<file path="src/pkg/cct_pkg.sv">
package cct_pkg;
	localparam int unsigned CNT_W = 16;
	localparam int unsigned PRESCALE = 4;
	localparam int unsigned ADDR_W = 8;
	localparam logic [CNT_W-1:0] CNT_RESET = 16'hFFFC;
	localparam logic [CNT_W-1:0] CMP_RESET = 16'hFFFF;

	// Register indices; byte address is four times the index
	localparam logic [ADDR_W-1:0] IDX_CONTROL = 8'h12;
	localparam logic [ADDR_W-1:0] IDX_FLAGS = 8'h13;
	localparam logic [ADDR_W-1:0] IDX_CAP_HI = 8'h14;
	localparam logic [ADDR_W-1:0] IDX_CAP_LO = 8'h15;
	localparam logic [ADDR_W-1:0] IDX_CMP_HI = 8'h16;
	localparam logic [ADDR_W-1:0] IDX_CMP_LO = 8'h17;
	localparam logic [ADDR_W-1:0] IDX_CNT_HI = 8'h18;
	localparam logic [ADDR_W-1:0] IDX_CNT_LO = 8'h19;
	localparam logic [ADDR_W-1:0] IDX_ALT_HI = 8'h1A;
	localparam logic [ADDR_W-1:0] IDX_ALT_LO = 8'h1B;

	// Control register fields
	localparam int unsigned BIT_CAP_IE = 7;
	localparam int unsigned BIT_CMP_IE = 6;
	localparam int unsigned BIT_OVF_IE = 5;
	localparam int unsigned BIT_EDGE_SEL = 1;
	localparam int unsigned BIT_OUT_LVL = 0;

	// Flags register fields
	localparam int unsigned BIT_CAP_FLAG = 7;
	localparam int unsigned BIT_CMP_FLAG = 6;
	localparam int unsigned BIT_OVF_FLAG = 5;

	localparam logic [1:0] HTRANS_NONSEQ = 2'h2;
	localparam logic HRESP_OKAY = 1'b0;

	typedef enum logic [1:0] {
		BUS_IDLE = 2'b00,
		BUS_WRITE = 2'b01,
		BUS_READ = 2'b10
	} cct_bus_t;
endpackage

</file>
<file path="src/pkg/cct_cnt_if.sv">
interface cct_cnt_if #(parameter int unsigned CNT_W = 16);
	logic stop;
	logic tick;
	logic wrap;
	logic [CNT_W-1:0] count;
	modport ctr(input stop, output tick, output wrap, output count);
	modport user(output stop, input tick, input wrap, input count);
endinterface

</file>
<file path="src/core/cct_counter.sv">
module cct_counter #(
	parameter int unsigned PRESCALE = cct_pkg::PRESCALE
) (
	input wire logic hclk, // System clock
	input wire logic hresetn, // Async reset, active low
	cct_cnt_if.ctr cnt // Counter view for the register block
);
	import cct_pkg::*;

	localparam int unsigned PW = $clog2(PRESCALE);
	localparam logic [PW-1:0] PRE_LAST = PW'(PRESCALE - 1);

	logic [PW-1:0] pre_r;
	logic [CNT_W-1:0] count_r;

	// Prescaler is cleared while stopped so the count resumes on a clean phase
	always_ff @(posedge hclk or negedge hresetn) begin
		if (!hresetn) begin
			pre_r <= '0;
		end else if (cnt.stop) begin
			pre_r <= '0;
		end else if (pre_r == PRE_LAST) begin
			pre_r <= '0;
		end else begin
			pre_r <= pre_r + 1'b1;
		end
	end

	assign cnt.tick = (pre_r == PRE_LAST) && !cnt.stop;

	// Reset value covers leaving stop by reset; stop by itself only freezes
	always_ff @(posedge hclk or negedge hresetn) begin
		if (!hresetn) begin
			count_r <= CNT_RESET;
		end else if (cnt.tick) begin
			count_r <= count_r + 1'b1;
		end
	end

	assign cnt.wrap = cnt.tick && (count_r == '1);
	assign cnt.count = count_r;
endmodule

</file>
<file path="src/core/cct_timer.sv">
// The AHB-Lite slave port is this design's own decision.
module cct_timer #(
	parameter int unsigned PRESCALE = cct_pkg::PRESCALE
) (
	input wire logic hclk, // System clock
	input wire logic hresetn, // Async reset, active low
	input wire logic por_n, // Power-on reset for reset-immune state, active low
	input wire logic hsel, // Slave select
	input wire logic [31:0] haddr, // Byte address
	input wire logic [1:0] htrans, // Transfer type
	input wire logic hwrite, // Write when high
	input wire logic [2:0] hsize, // Transfer size, word only
	input wire logic [31:0] hwdata, // Write data
	input wire logic hready, // Bus ready in
	output logic [31:0] hrdata, // Read data
	output logic hreadyout, // Slave ready
	output logic hresp, // Always OKAY
	input wire logic capture_input_pin, // Asynchronous capture pin
	output logic compare_output_pin, // Compare output pin
	input wire logic stop_mode, // Processor in stop, same clock
	output logic timer_irq // Interrupt and wake-up request
);
	import cct_pkg::*;

	cct_cnt_if #(.CNT_W(CNT_W)) cnt();

	cct_counter #(.PRESCALE(PRESCALE)) u_counter (
		.hclk(hclk),
		.hresetn(hresetn),
		.cnt(cnt)
	);

	assign cnt.stop = stop_mode;

	// Bus state
	cct_bus_t bus_r;
	logic [ADDR_W-1:0] addr_r;
	logic [31:0] hrdata_r;
	logic addr_ok_r;

	// Control
	logic cap_ie_r, cmp_ie_r, ovf_ie_r, out_lvl_r, edge_sel_r;

	// Flags and their clear arming
	logic cap_flag_r, cmp_flag_r, ovf_flag_r;
	logic cap_arm_r, cmp_arm_r, ovf_arm_r;

	// Data registers and interlocks
	logic [CNT_W-1:0] capture_r, compare_r, stop_cap_r;
	logic cap_block_r, cmp_hold_r, stop_armed_r;
	logic main_hold_r, alt_hold_r;
	logic [7:0] main_low_r, alt_low_r;

	// Capture pin synchroniser and edge history
	logic cap_s1_r, cap_s2_r, cap_s3_r;
	logic pin_r, irq_r;

	logic bus_take, addr_hit, rd_now, wr_now;
	logic [ADDR_W-1:0] idx_in;
	logic [7:0] wbyte, rd_val;
	logic cap_edge, cap_set, cap_load, cmp_match;
	logic [CNT_W-1:0] cap_value;
	logic cap_clr, cmp_clr, ovf_clr;

	function automatic logic [7:0] low_view(input logic hold, input logic [7:0] held,
			input logic [CNT_W-1:0] cur);
		low_view = hold ? held : cur[7:0];
	endfunction

	function automatic logic is_reg(input logic [ADDR_W-1:0] idx);
		is_reg = (idx >= IDX_CONTROL) && (idx <= IDX_ALT_LO);
	endfunction

	function automatic logic acc(input logic now, input logic [ADDR_W-1:0] a, input logic [ADDR_W-1:0] idx);
		acc = now && (a == idx);
	endfunction

	// AHB-Lite slave: writes take no wait state, reads take one so that a write
	// in the preceding data phase is already visible and read side effects land once
	assign bus_take = hsel && hready && (htrans == HTRANS_NONSEQ);
	assign idx_in = haddr[ADDR_W+1:2];
	assign addr_hit = (haddr[31:ADDR_W+2] == '0) && (haddr[1:0] == 2'h0) && is_reg(idx_in);

	always_ff @(posedge hclk or negedge hresetn) begin
		if (!hresetn) begin
			bus_r <= BUS_IDLE;
			addr_r <= '0;
			addr_ok_r <= 1'b0;
		end else if (bus_take) begin
			bus_r <= hwrite ? BUS_WRITE : BUS_READ;
			addr_r <= idx_in;
			addr_ok_r <= addr_hit;
		end else if (hreadyout) begin
			bus_r <= BUS_IDLE;
		end else begin
			bus_r <= BUS_IDLE;
		end
	end

	assign hreadyout = (bus_r != BUS_READ);
	assign hresp = HRESP_OKAY;
	assign rd_now = (bus_r == BUS_READ) && addr_ok_r;
	assign wr_now = (bus_r == BUS_WRITE) && addr_ok_r;
	assign wbyte = hwdata[7:0];
	assign hrdata = hrdata_r;

	always_comb begin
		rd_val = 8'h00;
		unique case (addr_r)
			IDX_CONTROL: begin
				rd_val[BIT_CAP_IE] = cap_ie_r;
				rd_val[BIT_CMP_IE] = cmp_ie_r;
				rd_val[BIT_OVF_IE] = ovf_ie_r;
				rd_val[BIT_EDGE_SEL] = edge_sel_r;
				rd_val[BIT_OUT_LVL] = out_lvl_r;
			end
			IDX_FLAGS: begin
				rd_val[BIT_CAP_FLAG] = cap_flag_r;
				rd_val[BIT_CMP_FLAG] = cmp_flag_r;
				rd_val[BIT_OVF_FLAG] = ovf_flag_r;
			end
			IDX_CAP_HI: rd_val = capture_r[15:8];
			IDX_CAP_LO: rd_val = capture_r[7:0];
			IDX_CMP_HI: rd_val = compare_r[15:8];
			IDX_CMP_LO: rd_val = compare_r[7:0];
			IDX_CNT_HI: rd_val = cnt.count[15:8];
			IDX_CNT_LO: rd_val = low_view(main_hold_r, main_low_r, cnt.count);
			IDX_ALT_HI: rd_val = cnt.count[15:8];
			IDX_ALT_LO: rd_val = low_view(alt_hold_r, alt_low_r, cnt.count);
			default: rd_val = 8'h00;
		endcase
	end

	// Unmapped addresses read as zero
	always_ff @(posedge hclk or negedge hresetn) begin
		if (!hresetn) begin
			hrdata_r <= '0;
		end else if (bus_r == BUS_READ) begin
			hrdata_r <= rd_now ? {24'h000000, rd_val} : 32'h00000000;
		end
	end

	// Control register: edge select survives hresetn, the rest does not
	always_ff @(posedge hclk or negedge hresetn) begin
		if (!hresetn) begin
			cap_ie_r <= 1'b0;
			cmp_ie_r <= 1'b0;
			ovf_ie_r <= 1'b0;
			out_lvl_r <= 1'b0;
		end else if (acc(wr_now, addr_r, IDX_CONTROL)) begin
			cap_ie_r <= wbyte[BIT_CAP_IE];
			cmp_ie_r <= wbyte[BIT_CMP_IE];
			ovf_ie_r <= wbyte[BIT_OVF_IE];
			out_lvl_r <= wbyte[BIT_OUT_LVL];
		end
	end

	always_ff @(posedge hclk or negedge por_n) begin
		if (!por_n) begin
			edge_sel_r <= 1'b0;
		end else if (acc(wr_now, addr_r, IDX_CONTROL)) begin
			edge_sel_r <= wbyte[BIT_EDGE_SEL];
		end
	end

	// Capture pin: first stage feeds only the second
	always_ff @(posedge hclk or negedge hresetn) begin
		if (!hresetn) begin
			cap_s1_r <= 1'b0;
			cap_s2_r <= 1'b0;
			cap_s3_r <= 1'b0;
		end else begin
			cap_s1_r <= capture_input_pin;
			cap_s2_r <= cap_s1_r;
			cap_s3_r <= cap_s2_r;
		end
	end

	assign cap_edge = edge_sel_r ? (cap_s2_r && !cap_s3_r) : (!cap_s2_r && cap_s3_r);

	// An edge in stop is parked with the frozen count; only the first one counts.
	// hresetn drops it, so leaving stop by reset leaves neither flag nor data.
	always_ff @(posedge hclk or negedge hresetn) begin
		if (!hresetn) begin
			stop_armed_r <= 1'b0;
			stop_cap_r <= '0;
		end else if (stop_mode) begin
			if (cap_edge && !stop_armed_r) begin
				stop_armed_r <= 1'b1;
				stop_cap_r <= cnt.count;
			end
		end else begin
			stop_armed_r <= 1'b0;
		end
	end

	assign cap_set = stop_mode ? 1'b0 : (stop_armed_r || cap_edge);
	assign cap_value = stop_armed_r ? stop_cap_r : cnt.count;
	assign cap_load = cap_set && !cap_block_r;

	always_ff @(posedge hclk or negedge por_n) begin
		if (!por_n) begin
			capture_r <= '0;
		end else if (cap_load) begin
			capture_r <= cap_value;
		end
	end

	always_ff @(posedge hclk or negedge hresetn) begin
		if (!hresetn) begin
			cap_block_r <= 1'b0;
		end else if (acc(rd_now, addr_r, IDX_CAP_HI)) begin
			cap_block_r <= 1'b1;
		end else if (acc(rd_now, addr_r, IDX_CAP_LO)) begin
			cap_block_r <= 1'b0;
		end
	end

	// Counter views: the high read snapshots the low byte for the following low read
	always_ff @(posedge hclk or negedge hresetn) begin
		if (!hresetn) begin
			main_hold_r <= 1'b0;
			main_low_r <= 8'h00;
		end else if (acc(rd_now, addr_r, IDX_CNT_HI)) begin
			main_hold_r <= 1'b1;
			main_low_r <= cnt.count[7:0];
		end else if (acc(rd_now, addr_r, IDX_CNT_LO)) begin
			main_hold_r <= 1'b0;
		end
	end

	always_ff @(posedge hclk or negedge hresetn) begin
		if (!hresetn) begin
			alt_hold_r <= 1'b0;
			alt_low_r <= 8'h00;
		end else if (acc(rd_now, addr_r, IDX_ALT_HI)) begin
			alt_hold_r <= 1'b1;
			alt_low_r <= cnt.count[7:0];
		end else if (acc(rd_now, addr_r, IDX_ALT_LO)) begin
			alt_hold_r <= 1'b0;
		end
	end

	// Compare value: a high write holds off matching until the low byte lands
	always_ff @(posedge hclk or negedge hresetn) begin
		if (!hresetn) begin
			compare_r <= CMP_RESET;
			cmp_hold_r <= 1'b0;
		end else if (acc(wr_now, addr_r, IDX_CMP_HI)) begin
			compare_r[15:8] <= wbyte;
			cmp_hold_r <= 1'b1;
		end else if (acc(wr_now, addr_r, IDX_CMP_LO)) begin
			compare_r[7:0] <= wbyte;
			cmp_hold_r <= 1'b0;
		end
	end

	assign cmp_match = cnt.tick && (cnt.count == compare_r) && !cmp_hold_r;

	always_ff @(posedge hclk or negedge hresetn) begin
		if (!hresetn) begin
			pin_r <= 1'b0;
		end else if (cmp_match) begin
			pin_r <= out_lvl_r;
		end
	end

	assign compare_output_pin = pin_r;

	// Clear arming: a flags read that sees a flag set arms its clear; the matching
	// low-byte read (for compare, a read or a write) then clears. Arming survives until that access.
	always_ff @(posedge hclk or negedge hresetn) begin
		if (!hresetn) begin
			cap_arm_r <= 1'b0;
			cmp_arm_r <= 1'b0;
			ovf_arm_r <= 1'b0;
		end else if (acc(rd_now, addr_r, IDX_FLAGS)) begin
			cap_arm_r <= cap_flag_r || cap_arm_r;
			cmp_arm_r <= cmp_flag_r || cmp_arm_r;
			ovf_arm_r <= ovf_flag_r || ovf_arm_r;
		end else begin
			if (cap_clr) begin
				cap_arm_r <= 1'b0;
			end
			if (cmp_clr) begin
				cmp_arm_r <= 1'b0;
			end
			if (ovf_clr) begin
				ovf_arm_r <= 1'b0;
			end
		end
	end

	assign cap_clr = cap_arm_r && acc(rd_now, addr_r, IDX_CAP_LO);
	assign cmp_clr = cmp_arm_r && (acc(rd_now, addr_r, IDX_CMP_LO) || acc(wr_now, addr_r, IDX_CMP_LO));
	assign ovf_clr = ovf_arm_r && acc(rd_now, addr_r, IDX_CNT_LO);

	// Flags ignore hresetn; a set in the clearing cycle wins
	always_ff @(posedge hclk or negedge por_n) begin
		if (!por_n) begin
			cap_flag_r <= 1'b0;
			cmp_flag_r <= 1'b0;
			ovf_flag_r <= 1'b0;
		end else begin
			cap_flag_r <= cap_set || (cap_flag_r && !cap_clr);
			cmp_flag_r <= cmp_match || (cmp_flag_r && !cmp_clr);
			ovf_flag_r <= cnt.wrap || (ovf_flag_r && !ovf_clr);
		end
	end

	// Also the wake-up request out of wait; no flag sets in stop, so a capture in stop raises it only after stop ends
	always_ff @(posedge hclk or negedge hresetn) begin
		if (!hresetn) begin
			irq_r <= 1'b0;
		end else begin
			irq_r <= (cap_flag_r && cap_ie_r) || (cmp_flag_r && cmp_ie_r) || (ovf_flag_r && ovf_ie_r);
		end
	end

	assign timer_irq = irq_r;

	// hsize is accepted but only whole-word transfers are expected
	logic unused_ok;
	assign unused_ok = &{1'b0, hsize, hwdata[31:8]};
endmodule

</file>
<file path="config.mk">
export PLATFORM = sky130hd
export DESIGN_NAME = cct_timer
export DESIGN_NICKNAME = d
export VERILOG_FILES = /design/src/pkg/cct_pkg.sv /design/src/pkg/cct_cnt_if.sv /design/src/core/cct_counter.sv /design/src/core/cct_timer.sv
export SDC_FILE = /design/constraint.sdc
export NUM_CORES = 1
export LEC_CHECK = 0
export BUFFER_PORTS_ARGS = -buffer_cell sky130_fd_sc_hd__buf_2
export CAP_MARGIN = 20
export CORE_MARGIN = 2
export CORE_UTILIZATION = 60
export DETAILED_ROUTE_END_ITERATION = 8
export HOLD_SLACK_MARGIN = 0.03
export PLACE_DENSITY = 0.85
export SETUP_SLACK_MARGIN = 0.5
export SYNTH_ARGS = -nofsm -noshare
export SYNTH_HDL_FRONTEND = slang
export SYNTH_SLANG_ARGS = --single-unit
</file>
<file path="constraint.sdc">
create_clock -name hclk -period 3.4 [get_ports hclk]
set_clock_uncertainty 0.1 [all_clocks]
set_input_delay 1.02 -clock hclk [delete_from_list [all_inputs] [get_ports hclk]]
set_output_delay 1.02 -clock hclk [all_outputs]
set_load 0.01 [all_outputs]
</file>
==> key figures, run 1 <==
Timing
  – Final critical-path share of the clock period: 0.789
  – TNS Setup: 0 ns
  – Hold Vio Cnt, Final: 0
  – Worst hold margin: 0.263 ns
  – Min Tclk post-route: 2.68 ns
  – Relative slew slack: 0.426
  – Final Slew Violations: 0
  – Unrepaired setup endpoints after global routing: no
  – Pin slew with the least headroom to its limit: 0.850 ns
  – Achievable frequency: 0.373 GHz
  – Final setup violation count: 0

Min path
  – Hold Crit Class: reg -> reg
  – Hold Startpoint: cap_s1_r
  – WHS Endpoint: cap_s2_r
  – Hold depth: 0

Synthesis
  – Average cell area after synthesis: 11.3 µm²
  – Post-synth top area share: 0.379
  – Cell taking the most area after synthesis: dfrtp_1
  – Mapped cell area: 6070 µm²
  – Synth warn: 0
  – Count of different cell masters after synthesis: 51
  – Sequential element share of the synthesized area: 0.509
  – Post-synthesis register bit count: 122
  – Async set or reset register ratio after synthesis: 1.00
  – Top_reg_cell synth: dfrtp_1
  – Number of synthesized flops with an enable pin: 0
  – Ranking of synthesized cells by area: dfrtp_1 38%, dfstp_2 13%, mux2_2 10%
  – Syn Inst Count: 536

Placed design
  – GPL Wtd Cong: 0.868
  – Area post-placement: 6410 µm²
  – Port bufs: 60
  – HPWL after DPL: 10,300 µm

Clocking
  – # resized after CTS: 0
  – Postcts setup bufs: 0
  – Clock Tree Root: clkbuf_8
  – Worst-path clk slew: 0.06 ns
  – Hold-fix buffers at CTS: 0
  – CTS Sinks: 122
  – Total CTS buffers: 17
  – CTS tree: done
  – CTS max path bufs: 2
  – Worst-Skew Late Latency: 0.53 ns
  – H-tree depth: 4

Die
  – DIE WIDTH: 105 µm
  – Ports: 113
  – Area of the core: 9820 µm²
  – Die area: 10,900 µm²
  – Rows: 36
  – Initial Utilization: 0.618
  – Die Ht: 105 µm

Finish
  – # fillers: 652
  – Ant diodes: 0
  – Synth-to-layout area growth: 15.4%
  – Core Util, Final: 0.713
  – Nets: 673
  – Share of cells above drive strength 1: 0.329
  – Cell area after layout: 7010 µm²

Detailed routing
  – Initial DRC count: 355
  – Routed vias: 4,570
  – DRC: 0
  – Final WL: 15,600 µm
  – Routed Antenna Nets: 0
  – DR vias/cell: 6.18
  – Avg WL per Cell: 21.1 µm
  – TritonRoute pass-1 iters: 8

Run status
  – Run status: finished, final reports clean

Flow run
  – Max-cap violations: 0

Critical path
  – Reg2reg setup slack: 0.88 ns
  – WS Path Type: reg -> out
  – Arr. time, crit path: 1.56 ns
  – Worst Setup Start Kind: register
  – Max FO, Critical Path: 15
  – CP Capture Type: primary output
  – R2r worst-path depth: 4
  – Critical path required time: 2.28 ns
  – Reg2reg end: compare_r[9]
  – R2r startpoint: addr_r[5]

Global routing
  – Antenna violations before repair: 0
  – First-pass GRT wire length: 25,200 µm
  – Number of global-route vias before repair: 4,791
  – Largest net degree at the start of global routing: 60
  – Overall Global Routing Usage: 0.303
  – Grt ovf: 0

Pwr
  – Cell area power density: 572 nW/µm²
  – Leak Pwr: 0.00308 µW
  – Peak VDD IR: 0.510 mV
## power breakdown
| group | internal, µW | switching, µW | total, µW | leakage (µW) |
|---|---|---|---|---|
| logic | 220 | 265 | 485 | 0.00131 |
| registers | 1570 | 160 | 1730 | 0.00149 |
| clock network | 1120 | 671 | 1790 | 0.000278 |
## worst max-delay path: stages, from the launching register on
cell      delay [ns]
dfrtp_1         0.39
nand2b_1        0.43
buf_2           0.22
## logic make-up after synthesis
kind of cell	Yosys count	synth area share
buffers and inverters	68	0.0591
xor gates and xnor gates	31	0.0447
other	1	0.000618
adders and majority gates	2	0.00412
muxes	99	0.189
AOI/OAI and AO/OA	68	0.0723
DFF	122	0.509
and+or+nand+nor	145	0.121
## flip-flops by register name, indices dropped and copies added (netlist names), 2 cells and up
register and flops:
u_counter.pre_r 2, u_counter.cnt.count 16, bus_r 2, addr_r 8
alt_low_r 8, main_low_r 8, capture_r 16, compare_r 16
hrdata 8, stop_cap_r 16
## final cells by class
class / count / area [µm²] / share of cell area
multi-input cells: 370 / 2720 / 0.388
clock inverters: 14 / 174 / 0.0248
clock buffers: 18 / 418 / 0.0597
repair buffers: 70 / 390 / 0.0557
well taps: 133 / 166 / 0.0238
inverters: 13 / 48.8 / 0.00697
flip-flops and latches: 122 / 3090 / 0.441
## layer usage
metal | vias to the layer above | part of all wire | track usage
li1 | 1987 | - | -
met1 | 2247 | 0.37 | 0.371
met2 | 277 | 0.49 | 0.490
met3 | 59 | 0.097 | 0.0905
met4 | 0 | 0.040 | 0.152
met5 | - | 0 | 0
## synthesized netlist by cell type (2+ instances only)
library cell / n
nand2_1: 36
nor4b_1: 2
nand2b_1: 8
nand3_1: 19
xor2_1: 13
o21ai_0: 17
or3_1: 2
clkbuf_1: 24
nor3_1: 11
inv_1: 13
mux4_2: 7
nand4_1: 7
and3_1: 7
dfstp_2: 30
xnor2_1: 18
a221o_1: 2
a211oi_1: 2
mux2_2: 56
a22o_1: 2
o22ai_1: 7
buf_4: 25
nor4_1: 10
ha_1: 2
nor2_1: 31
buf_1: 3
a22oi_1: 5
nor2b_1: 5
a21oi_1: 19
o221ai_1: 5
dfrtp_1: 92
mux2i_1: 36
## metrics by stage
| step | setup slack [ns] | total power, µW | instances |
|---|---|---|---|
| 5_1_grt | 0.571 | 4150 | 740 |
| 6_report | 0.716 | 4000 | 740 |
| 4_1_cts | 0.692 | 4000 | 740 |
| 3_5_place_dp | 0.734 | 2210 | 708 |
| 2_1_floorplan | 1.15 | 2030 | 560 |
| 3_3_place_gp | 0.785 | 2180 | 708 |
## cells in the final DEF (no fill, tap or decap), drive strengths merged, types with 7 or more instances in the layout
cell type and n:
dfrtp 92, buf 70, mux2 56, nand2 36, mux2i 36, nor2 32, dfstp 30, conb 25
nand3 19, a21oi 19, xnor2 18, clkbuf 18, o21ai 17, inv 15, xor2 13, nor3 11
nor4 11, nand2b 8, nand4 7, and3 7, o22ai 7, mux4 7
## worst max-delay path by stage
stage | from | to | depth (start not counted)
finish | bus_r[0] | hreadyout | 2
global route | bus_r[0] | hreadyout | 2
CTS | bus_r[0] | hreadyout | 2
detailed placement | stop_mode | u_counter.cnt.count[9] | 5
global placement | stop_mode | u_counter.cnt.count[9] | 5
floorplan | addr_r[5] | main_low_r[0] | 5
Power figures use the tool's default switching activity.
==> inputs of run 2 (changes only) <==
--- a/config.mk
+++ b/config.mk
@@ -5,13 +5,14 @@
 export SDC_FILE = /design/constraint.sdc
 export NUM_CORES = 1
 export LEC_CHECK = 0
+export ABC_AREA = 1
 export BUFFER_PORTS_ARGS = -buffer_cell sky130_fd_sc_hd__buf_2
 export CAP_MARGIN = 20
 export CORE_MARGIN = 2
-export CORE_UTILIZATION = 60
+export CORE_UTILIZATION = 51
 export DETAILED_ROUTE_END_ITERATION = 8
 export HOLD_SLACK_MARGIN = 0.03
-export PLACE_DENSITY = 0.85
+export PLACE_DENSITY = 0.77
 export SETUP_SLACK_MARGIN = 0.5
 export SYNTH_ARGS = -nofsm -noshare
 export SYNTH_HDL_FRONTEND = slang
==> constraint.sdc (replaced) <==
create_clock -name hclk -period 2.45 [get_ports hclk]
set_clock_uncertainty 0.1 [all_clocks]
set_input_delay 0.735 -clock hclk [delete_from_list [all_inputs] [get_ports hclk]]
set_output_delay 0.735 -clock hclk [all_outputs]
set_load 0.01 [all_outputs]
==> run 2 against run 1 <==
Net effect: area after synthesis rose by 5.2%; via count rose by 20%; clock-buffer cell count rose by 4; design area rose by 5.3%; die area rose by 23%; global-route usage fell by 4.8 points; critical endpoint unchanged; highest routed layer unchanged.
==> key figures, run 2 <==
Run status
  – Run status: finished, final reports clean

Synthesis
  – Synth cell count leaders: 219 x nand2_1, 97 x o21ai_0, 92 x dfrtp_1
  – Post-synth top area share: 0.361 (-0.0186)
  – Synth warn: 0 (unchanged)
  – Post-synthesis register bit count: 122 (unchanged)
  – Count of different cell masters after synthesis: 36 (-29%)
  – Ranking of synthesized cells by area: dfrtp_1 36%, nand2_1 13%, dfstp_2 12%
  – Top_reg_cell synth: dfrtp_1
  – Async set or reset register ratio after synthesis: 1.00 (unchanged)
  – Sequential element share of the synthesized area: 0.484 (-0.0250)
  – Syn Inst Count: 805 (+50%)
  – Number of synthesized flops with an enable pin: 0 (unchanged)
  – Cell taking the most area after synthesis: dfrtp_1
  – Cell with the most instances after synthesis: nand2_1
  – Average cell area after synthesis: 7.93 µm² (-30%)
  – Mapped cell area: 6390 µm² (+5.2%)

Timing
  – Min Tclk post-route: 1.91 ns
  – Final Slew Violations: 0 (unchanged)
  – Hold Vio Cnt, Final: 0 (unchanged)
  – Final critical-path share of the clock period: 0.780
  – TNS Setup: 0 ns (unchanged)
  – Unrepaired setup endpoints after global routing: yes
  – Achievable frequency: 0.523 GHz
  – Relative slew slack: 0.628 (+0.203)
  – Worst setup margin: 0.538 ns (-0.178 ns)
  – Pin slew with the least headroom to its limit: 0.557 ns (-0.292 ns)
  – Worst hold margin: 0.154 ns (-0.110 ns)
  – Final setup violation count: 0 (unchanged)

Placed design
  – Port bufs: 60 (unchanged)
  – Area post-placement: 6750 µm² (+5.2%)
  – GPL Wtd Cong: 0.903 (+4.0%)
  – Pre-CTS WS: 0.421 ns (-0.313 ns)
  – HPWL after DPL: 11,600 µm (+12%)

Clocking
  – Clock Tree Root: clkbuf_16
  – Worst-path clk slew: 0.06 ns (about the same)
  – CTS Sinks: 122 (unchanged)
  – CTS max path bufs: 2 (unchanged)
  – H-tree depth: 4 (unchanged)
  – CTS tree: done
  – Worst-Skew Late Latency: 0.43 ns (-0.10 ns)
  – Total CTS buffers: 17 (unchanged)

Critical path
  – Arr. time, crit path: 1.08 ns (-0.48 ns)
  – CP max-delay cell: dfrtp_1
  – Reg2reg end: alt_low_r[2]
  – Critical path required time: 1.62 ns (-0.66 ns)
  – CP Capture Type: primary output
  – R2r startpoint: bus_r[0]
  – WS Path Type: reg -> out
  – Reg2reg setup slack: 0.61 ns (-0.27 ns)
  – Largest stage delay, worst path: 0.38 ns (-0.05 ns)
  – Crit-path cells: inv_2 -> nand2_4 -> buf_6
  – R2r worst-path depth: 7 (+3)
  – Setup crit start: bus_r[0]
  – Worst Setup EP: hreadyout
  – Worst Setup Start Kind: register
  – Max FO, Critical Path: 2 (-13)

Die
  – Rows: 40 (+11%)
  – Area of the core: 12,100 µm² (+23%)
  – Die area: 13,400 µm² (+23%)
  – DIE WIDTH: 116 µm (+11%)
  – Die Ht: 116 µm (+11%)
  – Initial Utilization: 0.527 (-0.0911)
  – Ports: 113 (unchanged)

Pwr
  – Clock Power Share: 0.426 (-0.021)
  – Leak Pwr: 0.00369 µW (+20%)
  – P_sw: 1780 µW (+62%)
  – Switching Fraction: 0.299 (+0.0258)
  – Sequential share of power: 0.411 (-0.021)
  – Cell area power density: 804 nW/µm² (+41%)
  – Combinational share of power: 0.162 (+0.041)
  – Peak VDD IR: 0.560 mV (+10%)
  – Internal: 4160 µW (+43%)

Finish
  – Synth-to-layout area growth: 15.5%
  – Share of cells above drive strength 1: 0.201 (-0.129)
  – # fillers: 1,101 (+69%)
  – Ant diodes: 0 (unchanged)
  – Commonest non-fill, non-tap cell in the layout: nand2_1
  – Commonest cells after routing, fill and taps aside: 219 x nand2_1, 97 x o21ai_0, 92 x dfrtp_1
  – Cell area after layout: 7380 µm² (+5.3%)
  – Nets: 948 (+41%)

Global routing
  – First-pass GRT wire length: 25,600 µm (+1.6%)
  – Overall Global Routing Usage: 0.255 (-0.0478)
  – Largest net degree at the start of global routing: 40 (-33%)
  – Antenna violations before repair: 0 (unchanged)
  – Number of global-route vias before repair: 5,044 (+5.3%)
  – Grt ovf: 0 (unchanged)

Detailed routing
  – TritonRoute pass-1 iters: 5 (-3)
  – Routed Antenna Nets: 0 (unchanged)
  – DR vias/cell: 5.21 (-16%)
  – DRC: 0 (unchanged)
  – Final WL: 16,000 µm (+2.8%)
  – Avg WL per Cell: 15.3 µm (-28%)
  – Initial DRC count: 493 (+39%)
  – Routed vias: 5,474 (+20%)

Min path
  – Hold Crit Class: in -> async

Flow run
  – Max-cap violations: 0 (unchanged)
## run 2: changes by cell type after synthesis, sizes merged, moves of 8 or more
cell	delta
clkbuf	-17
inv	+64
mux2	-55
a21oi	-13
nor2	+50
nand3	+34
o21ai	+119
xnor2	-16
nand2b	-8
buf	+13
nand2	+195
mux2i	-36
## run 2: how the worst min path moves through the flow
stage	endpoint	slack, ns
3_3_place_gp	cap_s2_r	0.23
2_1_floorplan	cap_s2_r	0.23
4_1_cts	stop_cap_r[5]	0.16
3_5_place_dp	cap_s2_r	0.24
5_1_grt	alt_low_r[0]	0.18
6_report	alt_low_r[0]	0.15
## run 2: cell families (layout without fill, tap and decap cells)
kind of cell	count (synthesis)	count (layout)	share of synthesized area
other	1	25	0.000587
buffers and inverters	129	182	0.100
and+or+nand+nor	387	387	0.269
adders and majority gates	2	2	0.00392
DFF	122	122	0.484
AOI/OAI and AO/OA	145	145	0.115
xor gates and xnor gates	18	18	0.0247
muxes	1	1	0.00176
## run 2: power groups by stage
stage | clock, µW | sequential [µW] | combinational [µW]
after CTS | 2550 | 2430 | 951
after global placement | 0 | 2450 | 926
after global routing | 2640 | 2470 | 1090
after floorplan | 0 | 2400 | 698
after detailed placement | 0 | 2460 | 941
final | 2530 | 2440 | 963
## run 2: routing by layer
layer / up-vias / track usage / share of wire
met5: - / 0 / 0
li1: 2672 / - / -
met2: 220 / 0.376 / 0.46
met3: 34 / 0.0732 / 0.075
met4: 0 / 0.107 / 0.023
met1: 2548 / 0.355 / 0.44
## run 2: critical path: cells and delay by family (launching register included)
kind                   cells  cell delay, ns
DFF                        1            0.38
buffers and inverters      2            0.20
and+or+nand+nor            1            0.06
## run 2: layout make-up
class	instances	area [µm²]	share of cell area
timing repair buffer	72	428	0.0580
clock buffer	22	484	0.0656
clock inverter	10	116	0.0158
multi-input combinational	578	2750	0.373
tap	168	210	0.0285
sequential	122	3090	0.419
inverter	78	297	0.0402
## run 2: repair_timing
action                     CTS  global route
cloned                       0             0
setup endpoints to repair    1            11
hold buffers                 0             0
resized for setup            3             3
buffers inserted             1             0
pin swaps                    1             0
## run 2: through the flow
stage / util / std cells / total power (µW)
after floorplan: - / 829 / 3100
after global placement: 0.557 / 1017 / 3380
after detailed placement: 0.557 / 1017 / 3400
after CTS: 0.608 / 1050 / 5940
after global routing: 0.609 / 1050 / 6200
final: 0.609 / 1050 / 5930
